===== src/logic/mem_space_pkg.sv =====
// Constants, commands and carriers of the memory-space and stack block.
// Assumes a single core clock and a synchronous active-high reset.
package mem_space_pkg;

    // ----------------------------------------------------------------
    // Program memory and instruction pointer
    // ----------------------------------------------------------------
    localparam logic [12:0] IP_RESET = 13'h0000;
    localparam logic [12:0] SMALL_LAST_WORD = 13'h0FFF;
    localparam logic [12:0] LARGE_LAST_WORD_PRINTED = 13'h0EFF;
    localparam int LARGE_WORDS = 7936;
    localparam logic [12:0] CALL_DIRECT_MASK = 13'h07FF;

    // ----------------------------------------------------------------
    // Stack
    // ----------------------------------------------------------------
    localparam logic [3:0] SP_RESET = 4'h7;
    localparam logic [3:0] SMALL_HANG_SP = 4'h6;
    localparam logic [3:0] SP_TOP = 4'h7;
    localparam int IRQ_SAVE_DEPTH = 3;

    // ----------------------------------------------------------------
    // Data memory map
    // ----------------------------------------------------------------
    localparam logic [6:0] CPU_CONTROL_AREA_FIRST = 7'h74;
    localparam logic [6:0] PORT_FIRST = 7'h70;
    localparam logic [6:0] PORT_LAST_BANK0 = 7'h73;
    localparam logic [6:0] PORT_LAST_BANK1 = 7'h72;
    localparam logic [6:0] AUX_LAST = 7'h73;
    localparam logic [6:0] DBF_FIRST = 7'h0C;
    localparam logic [15:0] DBF_RESET = 16'h0320;
    localparam logic [1:0] BANK_COUNT = 2'h3;

    // System register nibble indices (address minus CPU_CONTROL_AREA_FIRST).
    localparam logic [3:0] IDX_AR3 = 4'h0;
    localparam logic [3:0] IDX_AR0 = 4'h3;
    localparam logic [3:0] IDX_BANK = 4'h5;
    localparam logic [3:0] IDX_RPH = 4'h9;
    localparam logic [3:0] IDX_RPL = 4'hA;
    localparam logic [3:0] IDX_PSW = 4'hB;

    // ----------------------------------------------------------------
    // Peripheral addresses
    // ----------------------------------------------------------------
    localparam logic [6:0] PERIPH_SERIAL = 7'h01;
    localparam logic [6:0] PERIPH_TIMER8 = 7'h02;
    localparam logic [6:0] PERIPH_TABLE_PTR = 7'h40;

    typedef enum logic [3:0] {
        CMD_NONE = 4'h0,
        CMD_CALL = 4'h1,
        CMD_CALL_IND = 4'h3,
        CMD_TBL1 = 4'h2,
        CMD_TBL2 = 4'h6,
        CMD_PUSH = 4'h7,
        CMD_IRQ = 4'h5,
        CMD_RET = 4'h4,
        CMD_RETURN_SKIP_INSTR = 4'hC,
        CMD_POP = 4'hD,
        CMD_IRQ_RETURN_INSTR = 4'hF,
        CMD_JUMP = 4'hE
    } stack_cmd_t;

    typedef struct packed {
        logic we;
        logic gr_sel;
        logic [6:0] addr;
        logic [3:0] wdata;
    } dm_req_t;

    typedef struct packed {
        logic req;
        logic we;
        logic [1:0] bank;
        logic [1:0] col;
        logic [3:0] wdata;
    } ext_req_t;

    typedef struct packed {
        logic put;
        logic get;
        logic [6:0] addr;
    } periph_req_t;

    typedef struct packed {
        logic serial_load;
        logic modulo_load;
        logic [7:0] data;
    } periph_out_t;

endpackage


===== src/logic/cpu_memory_space_stack.sv =====
// Program counter, return and interrupt stacks, banked nibble data memory
// and transfer buffer of a 4-bit controller core.
// Assumes the instruction sequencer issues at most one stack command per
// cycle and that program memory answers in the same cycle as its address.
`timescale 1ns/1ps

module cpu_memory_space_stack
    import mem_space_pkg::*;
#(
    parameter bit LARGE_VARIANT = 1'b0
)
(
    input wire logic core_clk,
    input wire logic sys_rst,
    input wire stack_cmd_t stack_cmd,
    input wire logic [12:0] branch_target,
    input wire logic ip_advance,
    input wire logic [15:0] prog_rdata,
    input wire dm_req_t dm_req,
    input wire logic [3:0] ext_rdata,
    input wire periph_req_t periph_req,
    input wire logic [7:0] serial_shift_value,
    input wire logic [7:0] eight_bit_count_value,
    output logic [12:0] instruction_pointer,
    output logic [3:0] return_stack_pointer,
    output logic [3:0] dm_rdata,
    output ext_req_t ext_req,
    output periph_out_t periph_out,
    output logic [15:0] transfer_buffer,
    output logic [3:0] prog_status_word,
    output logic hang_up_out,
    output logic hang_up_oe_n
);

    // ----------------------------------------------------------------
    // State
    // ----------------------------------------------------------------
    typedef struct packed {
        logic [12:0] ip;
        logic [3:0] sp;
        logic [7:0][12:0] astk;
        logic [IRQ_SAVE_DEPTH-1:0][6:0] irq_save_stack;
        logic [11:0][3:0] sys;
        logic [15:0] dbf;
        logic wrapped;
        logic hang_oe_n;
        logic hang_level;
        logic [3:0] rdata;
        ext_req_t ext;
        periph_out_t pout;
    } state_t;

    state_t state_reg;
    state_t state_next;

    // General-purpose nibbles of all banks; the regions that are mapped
    // elsewhere are simply never written here.
    logic [3:0] gp_ram [0:383];
    logic ram_we;
    logic [8:0] ram_idx;
    logic [3:0] ram_wdata;

    // ----------------------------------------------------------------
    // Helpers
    // ----------------------------------------------------------------
    function automatic logic [12:0] ip_mask(input logic [12:0] v);
        if (LARGE_VARIANT)
        begin
            ip_mask = v;
        end
        else
        begin
            ip_mask = v & SMALL_LAST_WORD;
        end
    endfunction

    function automatic logic [12:0] ip_step(input logic [12:0] v);
        logic [12:0] inc;
        inc = v + 13'h0001;
        if (LARGE_VARIANT && (32'(inc) >= LARGE_WORDS))
        begin
            ip_step = IP_RESET;
        end
        else
        begin
            ip_step = ip_mask(inc);
        end
    endfunction

    function automatic logic [3:0] sp_wrap(input logic [3:0] v);
        sp_wrap = {1'b0, v[2:0]};
    endfunction

    logic [15:0] ar_value;
    logic [1:0] bank_sel;
    logic [4:0] row_ptr;
    logic [12:0] ret_addr;
    logic [12:0] top_entry;
    logic [1:0] acc_bank;
    logic [6:0] acc_addr;
    logic bank_ok;

    always_comb
    begin
        ar_value = {state_reg.sys[IDX_AR3], state_reg.sys[IDX_AR3 + 4'h1],
                    state_reg.sys[IDX_AR0 - 4'h1], state_reg.sys[IDX_AR0]};
        bank_sel = state_reg.sys[IDX_BANK][1:0];
        row_ptr = {state_reg.sys[IDX_RPH], state_reg.sys[IDX_RPL][3]};
        ret_addr = ip_step(state_reg.ip);
        top_entry = state_reg.astk[state_reg.sp[2:0]];
        // Work register row: bank and row both come from the row pointer.
        if (dm_req.gr_sel)
        begin
            acc_bank = row_ptr[4:3];
            acc_addr = {row_ptr[2:0], dm_req.addr[3:0]};
        end
        else
        begin
            acc_bank = bank_sel;
            acc_addr = dm_req.addr;
        end
        bank_ok = (acc_bank < BANK_COUNT);
    end

    // ----------------------------------------------------------------
    // Next state
    // ----------------------------------------------------------------
    always_comb
    begin
        logic [3:0] sp_dn;
        logic [3:0] sp_up;
        logic is_port;
        sp_dn = sp_wrap(state_reg.sp - 4'h1);
        sp_up = sp_wrap(state_reg.sp + 4'h1);
        state_next = state_reg;
        state_next.ext.req = 1'b0;
        state_next.pout.serial_load = 1'b0;
        state_next.pout.modulo_load = 1'b0;
        ram_we = 1'b0;
        ram_idx = {acc_bank[1:0], acc_addr};
        ram_wdata = dm_req.wdata;
        is_port = 1'b0;

        if (ip_advance)
        begin
            state_next.ip = ret_addr;
        end

        // Data memory port.
        if (acc_addr >= CPU_CONTROL_AREA_FIRST)
        begin
            // Shared by all banks, so no bank check here.
            state_next.rdata = state_reg.sys[4'(acc_addr - CPU_CONTROL_AREA_FIRST)];
            if (dm_req.we)
            begin
                state_next.sys[4'(acc_addr - CPU_CONTROL_AREA_FIRST)] = dm_req.wdata;
            end
        end
        else if (!bank_ok)
        begin
            state_next.rdata = 4'h0;
        end
        else if (acc_bank == 2'h0 && acc_addr[6:2] == DBF_FIRST[6:2])
        begin
            state_next.rdata = state_reg.dbf[{acc_addr[1:0], 2'h0} +: 4];
            if (dm_req.we)
            begin
                state_next.dbf[{acc_addr[1:0], 2'h0} +: 4] = dm_req.wdata;
            end
        end
        else if (acc_addr >= PORT_FIRST)
        begin
            is_port = (acc_bank == 2'h0 && acc_addr <= PORT_LAST_BANK0)
                || (acc_bank == 2'h1 && acc_addr <= PORT_LAST_BANK1)
                || (acc_bank == 2'h2 && acc_addr <= AUX_LAST);
            // Port and auxiliary RAM data go out; bank one 73H is a hole.
            state_next.ext.req = is_port;
            state_next.ext.we = dm_req.we;
            state_next.ext.bank = acc_bank;
            state_next.ext.col = acc_addr[1:0];
            state_next.ext.wdata = dm_req.wdata;
            state_next.rdata = is_port ? ext_rdata : 4'h0;
        end
        else
        begin
            state_next.rdata = gp_ram[ram_idx];
            ram_we = dm_req.we;
        end

        // Peripheral exchange through the two or four low buffer nibbles.
        if (periph_req.put)
        begin
            state_next.pout.data = state_reg.dbf[7:0];
            if (periph_req.addr == PERIPH_SERIAL)
            begin
                state_next.pout.serial_load = 1'b1;
            end
            else if (periph_req.addr == PERIPH_TIMER8)
            begin
                state_next.pout.modulo_load = 1'b1;
            end
            else if (periph_req.addr == PERIPH_TABLE_PTR)
            begin
                state_next.sys[IDX_AR3] = state_reg.dbf[15:12];
                state_next.sys[IDX_AR3 + 4'h1] = state_reg.dbf[11:8];
                state_next.sys[IDX_AR0 - 4'h1] = state_reg.dbf[7:4];
                state_next.sys[IDX_AR0] = state_reg.dbf[3:0];
            end
            // Any other address raises no load strobe; only the data field is refreshed.
        end
        else if (periph_req.get)
        begin
            if (periph_req.addr == PERIPH_SERIAL)
            begin
                state_next.dbf[7:0] = serial_shift_value;
            end
            else if (periph_req.addr == PERIPH_TIMER8)
            begin
                state_next.dbf[7:0] = eight_bit_count_value;
            end
            else if (periph_req.addr == PERIPH_TABLE_PTR)
            begin
                state_next.dbf = {3'h0, ip_mask(ar_value[12:0])};
            end
            // Unused addresses leave the buffer as it was.
        end

        // Stack commands.
        case (stack_cmd)
            CMD_JUMP:
            begin
                state_next.ip = ip_mask(branch_target);
            end
            CMD_CALL:
            begin
                state_next.astk[sp_dn[2:0]] = ret_addr;
                state_next.sp = sp_dn;
                state_next.ip = branch_target & CALL_DIRECT_MASK;
            end
            CMD_CALL_IND:
            begin
                state_next.astk[sp_dn[2:0]] = ret_addr;
                state_next.sp = sp_dn;
                state_next.ip = ip_mask(ar_value[12:0]);
            end
            CMD_TBL1:
            begin
                state_next.astk[sp_dn[2:0]] = ret_addr;
                state_next.sp = sp_dn;
                state_next.ip = ip_mask(ar_value[12:0]);
            end
            CMD_TBL2:
            begin
                state_next.dbf = prog_rdata;
                state_next.ip = top_entry;
                state_next.sp = sp_up;
            end
            CMD_PUSH:
            begin
                state_next.astk[sp_dn[2:0]] = ip_mask(ar_value[12:0]);
                state_next.sp = sp_dn;
            end
            CMD_POP:
            begin
                state_next.sys[IDX_AR3] = {3'h0, top_entry[12]};
                state_next.sys[IDX_AR3 + 4'h1] = top_entry[11:8];
                state_next.sys[IDX_AR0 - 4'h1] = top_entry[7:4];
                state_next.sys[IDX_AR0] = top_entry[3:0];
                state_next.sp = sp_up;
            end
            CMD_IRQ:
            begin
                // The interrupted instruction is resumed, not skipped.
                state_next.astk[sp_dn[2:0]] = state_reg.ip;
                state_next.sp = sp_dn;
                state_next.ip = ip_mask(branch_target);
                state_next.irq_save_stack = {state_reg.irq_save_stack[1:0],
                    state_reg.sys[IDX_BANK][2:0],
                    state_reg.sys[IDX_PSW]};
            end
            CMD_RET:
            begin
                state_next.ip = top_entry;
                state_next.sp = sp_up;
            end
            CMD_RETURN_SKIP_INSTR:
            begin
                state_next.ip = ip_step(top_entry);
                state_next.sp = sp_up;
            end
            CMD_IRQ_RETURN_INSTR:
            begin
                state_next.ip = top_entry;
                state_next.sp = sp_up;
                state_next.sys[IDX_BANK] =
                    {1'b0, state_reg.irq_save_stack[0][6:4]};
                state_next.sys[IDX_PSW] = state_reg.irq_save_stack[0][3:0];
                state_next.irq_save_stack = {7'h00,
                    state_reg.irq_save_stack[2:1]};
            end
            default:
            begin
            end
        endcase

        // Overflow alarm.
        if (LARGE_VARIANT)
        begin
            // A rise past seven wraps the pointer; hold the alarm.
            if ((stack_cmd == CMD_RET || stack_cmd == CMD_RETURN_SKIP_INSTR
                 || stack_cmd == CMD_TBL2 || stack_cmd == CMD_POP
                 || stack_cmd == CMD_IRQ_RETURN_INSTR) && state_reg.sp == SP_TOP)
            begin
                state_next.wrapped = 1'b1;
            end
            state_next.hang_oe_n = !state_next.wrapped;
        end
        else
        begin
            state_next.hang_oe_n = !(state_next.sp >= SMALL_HANG_SP);
        end
        state_next.hang_level = 1'b0;
    end

    // ----------------------------------------------------------------
    // Registers
    // ----------------------------------------------------------------
    always_ff @(posedge core_clk)
    begin
        if (sys_rst)
        begin
            state_reg <= '0;
            state_reg.ip <= IP_RESET;
            state_reg.sp <= SP_RESET;
            state_reg.dbf <= DBF_RESET;
            state_reg.hang_oe_n <= 1'b1;
        end
        else
        begin
            state_reg <= state_next;
        end
    end

    // Plain memory; contents are undefined after reset.
    always_ff @(posedge core_clk)
    begin
        if (ram_we && !sys_rst)
        begin
            gp_ram[ram_idx] <= ram_wdata;
        end
    end

    assign instruction_pointer = state_reg.ip;
    assign return_stack_pointer = state_reg.sp;
    assign dm_rdata = state_reg.rdata;
    assign ext_req = state_reg.ext;
    assign periph_out = state_reg.pout;
    assign transfer_buffer = state_reg.dbf;
    assign prog_status_word = state_reg.sys[IDX_PSW];
    assign hang_up_out = state_reg.hang_level;
    assign hang_up_oe_n = state_reg.hang_oe_n;

endmodule


===== config.mk =====
export PLATFORM = sky130hd
export DESIGN_NAME = cpu_memory_space_stack
export DESIGN_NICKNAME = d
export VERILOG_FILES = /design/src/logic/mem_space_pkg.sv /design/src/logic/cpu_memory_space_stack.sv
export SDC_FILE = /design/constraint.sdc
export NUM_CORES = 2
export LEC_CHECK = 0
export BUFFER_PORTS_ARGS = -buffer_cell sky130_fd_sc_hd__clkbuf_2
export CAP_MARGIN = 25
export CORE_UTILIZATION = 50
export DETAILED_ROUTE_END_ITERATION = 6
export PLACE_DENSITY_LB_ADDON = 0.3
export SLEW_MARGIN = 25
export SYNTH_ARGS = -nofsm -noshare
export SYNTH_HDL_FRONTEND = slang
export SYNTH_SLANG_ARGS = --single-unit
export TNS_END_PERCENT = 100

===== constraint.sdc =====
create_clock -name core_clk -period 7.01 [get_ports core_clk]
set_clock_uncertainty 0.15 [all_clocks]
set_input_delay 1.402 -clock core_clk [delete_from_list [all_inputs] [get_ports core_clk]]
set_output_delay 1.402 -clock core_clk [all_outputs]
set_load 0.05 [all_outputs]

==> flow_metrics.tcl <==
set metrics [dict create \
    syn_to_final_growth_pct 10.8 \
    htreeDepth 4 \
    drv_slew 0 \
    fin_util 0.558 \
    cts_buffer_depth 3 \
    peakVddDrop_v 0.000244 \
    cts_tree "yes" \
    fp.dieW_um 391 \
    grt_pass1_wl_um 303000 \
    power_leakage_nw 27.5 \
    numCtsBuffers 173 \
    setup_viol 0 \
    p_comb_frac 0.076 \
    required_ps 7310 \
    fin_area_sq_um 83600 \
    arrival_ps 4970 \
    cts_resized 0 \
    synth.avg_cell_area_sq_um 14.4 \
    start_util 0.504 \
    drt_iter0_drc 5790 \
    power_frac_clock 0.407 \
    die_h_um 391 \
    synthArstFlopShare 0 \
    wire_per_inst_um 27.1 \
    fillCellCount 11907 \
    outcome "finished, violations left" \
    powerDensity_nw_per_um2 270 \
    place_area_sq_um 78000 \
    ys.flop_type "edfxtp_1" \
    ys_warn_count 0 \
    largest_reg_flops 1536 \
    routabilityCongestion 0.910 \
    ys_types 95 \
    io_pins 141 \
    grt_pass1_vias 46007 \
    clk-insertion-delay-late_ps 800 \
    drive_above_1_share 0.163 \
    route.detailed.drc 3 \
    cts_root_buf "clkbuf_16" \
    fp-row-count 142 \
    period_minus_slack_ps 4670 \
    grt_use_total 0.268 \
    ys_seq_elements 1767 \
    hold_end "state_reg[75]" \
    grt_overflow 0 \
    p_int_mw 17.3 \
    worst_slew_pin_slew_ps 1090 \
    max_freq_ghz 0.214 \
    fin_tns_setup_ps 0 \
    fin_crit_sh 0.667 \
    clock_sinks 1767 \
    critical_path_class "input pin to register" \
    max_cap_violations 0 \
    yosysSeqAreaShare 0.672 \
    final_common_cell "edfxtp_1" \
    final_cell_mix "1536 x edfxtp_1, 723 x nor2_1, 326 x nand2_1" \
    min_path_cells 2 \
    viasPerCell 6.27 \
    violations "DRC" \
    hold_path.class "register to register" \
    dieArea_sq_um 153000 \
    hpwlAfterDp_um 124000 \
    drtPass1Iterations 7 \
    worstHoldStart "state_reg[75]" \
    nets 5493 \
    antenna_found_initial 5 \
    grt_max_degree 157 \
    rsz0062_at_grt "false" \
    r2r_end "gp_ram[53][1]" \
    r2r_cells 9 \
    core-area_sq_um 150000 \
    timing.rr.start "bank_sel[0]" \
    synth_area_sq_um 75500 \
    routed_wl_um 205000 \
    p_switching_mw 5.27 \
    cts_setup_buffers 0 \
    hold_violations 0 \
    reg2reg_slack_ps 2880 \
    hold_buffers 0 \
    p_sw_frac 0.233 \
    syn_inst 5229 \
    cts.clk_slew.worst_paths_ps 60 \
    port_buffers 138 \
    cp-end-kind "register" \
    cp_max_fo 17 \
    seqPwrFrac 0.517 \
    ant_nets 0 \
    route.vias.total 47455 \
    slew_headroom 0.269 \
    synth_edf_count 1536 \
    start_kind "input pin" \
]
## worst max-delay path by stage
stage / startpoint / to / slack, ps
2_1_floorplan: dm_req[5] / ar_value[14] / 2510
3_3_place_gp: dm_req[11] / gp_ram[37][1] / 1650
3_5_place_dp: dm_req[11] / gp_ram[69][2] / 1650
4_1_cts: dm_req[11] / gp_ram[37][2] / 2500
5_1_grt: dm_req[11] / gp_ram[21][0] / 2200
6_report: dm_req[11] / gp_ram[53][1] / 2340
## critical path, cell delays in order
cell and delay [ps]:
clkbuf_2 270, mux2i_4 430, o21a_1 200, buf_4 210, and3_1 250, nor4_1 450
and2_1 310, nand2_2 610, buf_4 460, nor2_1 350
## synth_stat cells, drive strengths merged, types with 6 or more instances
| cell type | count | area (sq um) |
|---|---|---|
| o311ai | 10 | 87.6 |
| a211oi | 22 | 170 |
| mux4 | 266 | 6070 |
| a2111oi | 33 | 297 |
| dfxtp | 231 | 4620 |
| a31oi | 24 | 150 |
| o2bb2ai | 8 | 70.1 |
| a32o | 6 | 60.1 |
| o2111ai | 14 | 123 |
| nand4 | 9 | 56.3 |
| nand3 | 84 | 425 |
| xnor2 | 13 | 114 |
| mux2 | 93 | 1050 |
| xor2 | 7 | 61.3 |
| a311oi | 17 | 149 |
| a221o | 14 | 140 |
| buf | 231 | 1830 |
| or2 | 6 | 37.5 |
| or3 | 6 | 37.5 |
| nand2 | 338 | 1270 |
| nor2 | 725 | 2720 |
| o221ai | 56 | 490 |
| clkbuf | 240 | 901 |
| and2 | 13 | 81.3 |
| o22ai | 78 | 488 |
| nor4 | 11 | 75.1 |
| inv | 29 | 109 |
| and3 | 24 | 150 |
| mux2i | 198 | 2010 |
| a2bb2oi | 17 | 149 |
| o31ai | 8 | 60.1 |
| a22oi | 31 | 233 |
| nand2b | 18 | 115 |
| ha | 13 | 163 |
| nor2b | 13 | 81.3 |
| o211ai | 94 | 706 |
| nor3 | 35 | 185 |
| o21ai | 263 | 1320 |
| a32oi | 12 | 105 |
| nand3b | 7 | 52.6 |
| edfxtp | 1536 | 46100 |
| a21oi | 267 | 1340 |
| a221oi | 55 | 513 |
## area by class of cell
cell class	instances	area [sq um]	share of cell area
well taps	2016	2520	0.0302
multi-input cells	3170	22800	0.272
clock buffers	220	4620	0.0552
inverters	29	115	0.00138
flip-flops and latches	1767	50700	0.607
diodes	3	7.51	0.0000898
clock inverters	100	948	0.0113
repair buffers	261	1900	0.0227
## per-stage QoR
step,worst slack [ps],cells,hold WS (ps),power [mW]
final,2340,7566,304,22.6
after detailed placement,1650,7243,298,13.6
after global routing,2200,7563,323,23.2
after CTS,2500,7563,306,22.7
after global placement,1650,7243,292,13.5
after floorplan,2510,5437,283,13.0
## power by group through the flow
stage	Combinational, mW	Clock (mW)	Sequential [mW]
6_report	1.71	9.20	11.7
3_5_place_dp	1.67	0	11.9
2_1_floorplan	1.12	0	11.9
4_1_cts	1.68	9.30	11.7
3_3_place_gp	1.65	0	11.9
5_1_grt	1.81	9.70	11.7
## cell families (layout without fill, tap and decap cells)
logic type,count (synthesis),after routing,share of synthesized area
AO/OA/AOI/OAI,1067,1067,0.0924
AND/OR/NAND/NOR,1304,1304,0.0723
XOR/XNOR,20,20,0.00232
flip-flops,1767,1767,0.672
other,1,212,0.0000497
multiplexers,557,557,0.121
buffers and inverters,500,610,0.0376
adder cells (fa/ha/maj),13,13,0.00215
## routing by layer
metal,track usage,up-vias,wire length [um]
met5,0,-,13
met4,0.104,2,7790
met3,0.0564,451,23000
met2,0.413,2838,93500
met1,0.373,23777,80600
li1,-,20387,-
Note: power is estimated with default switching activity, not from simulation.
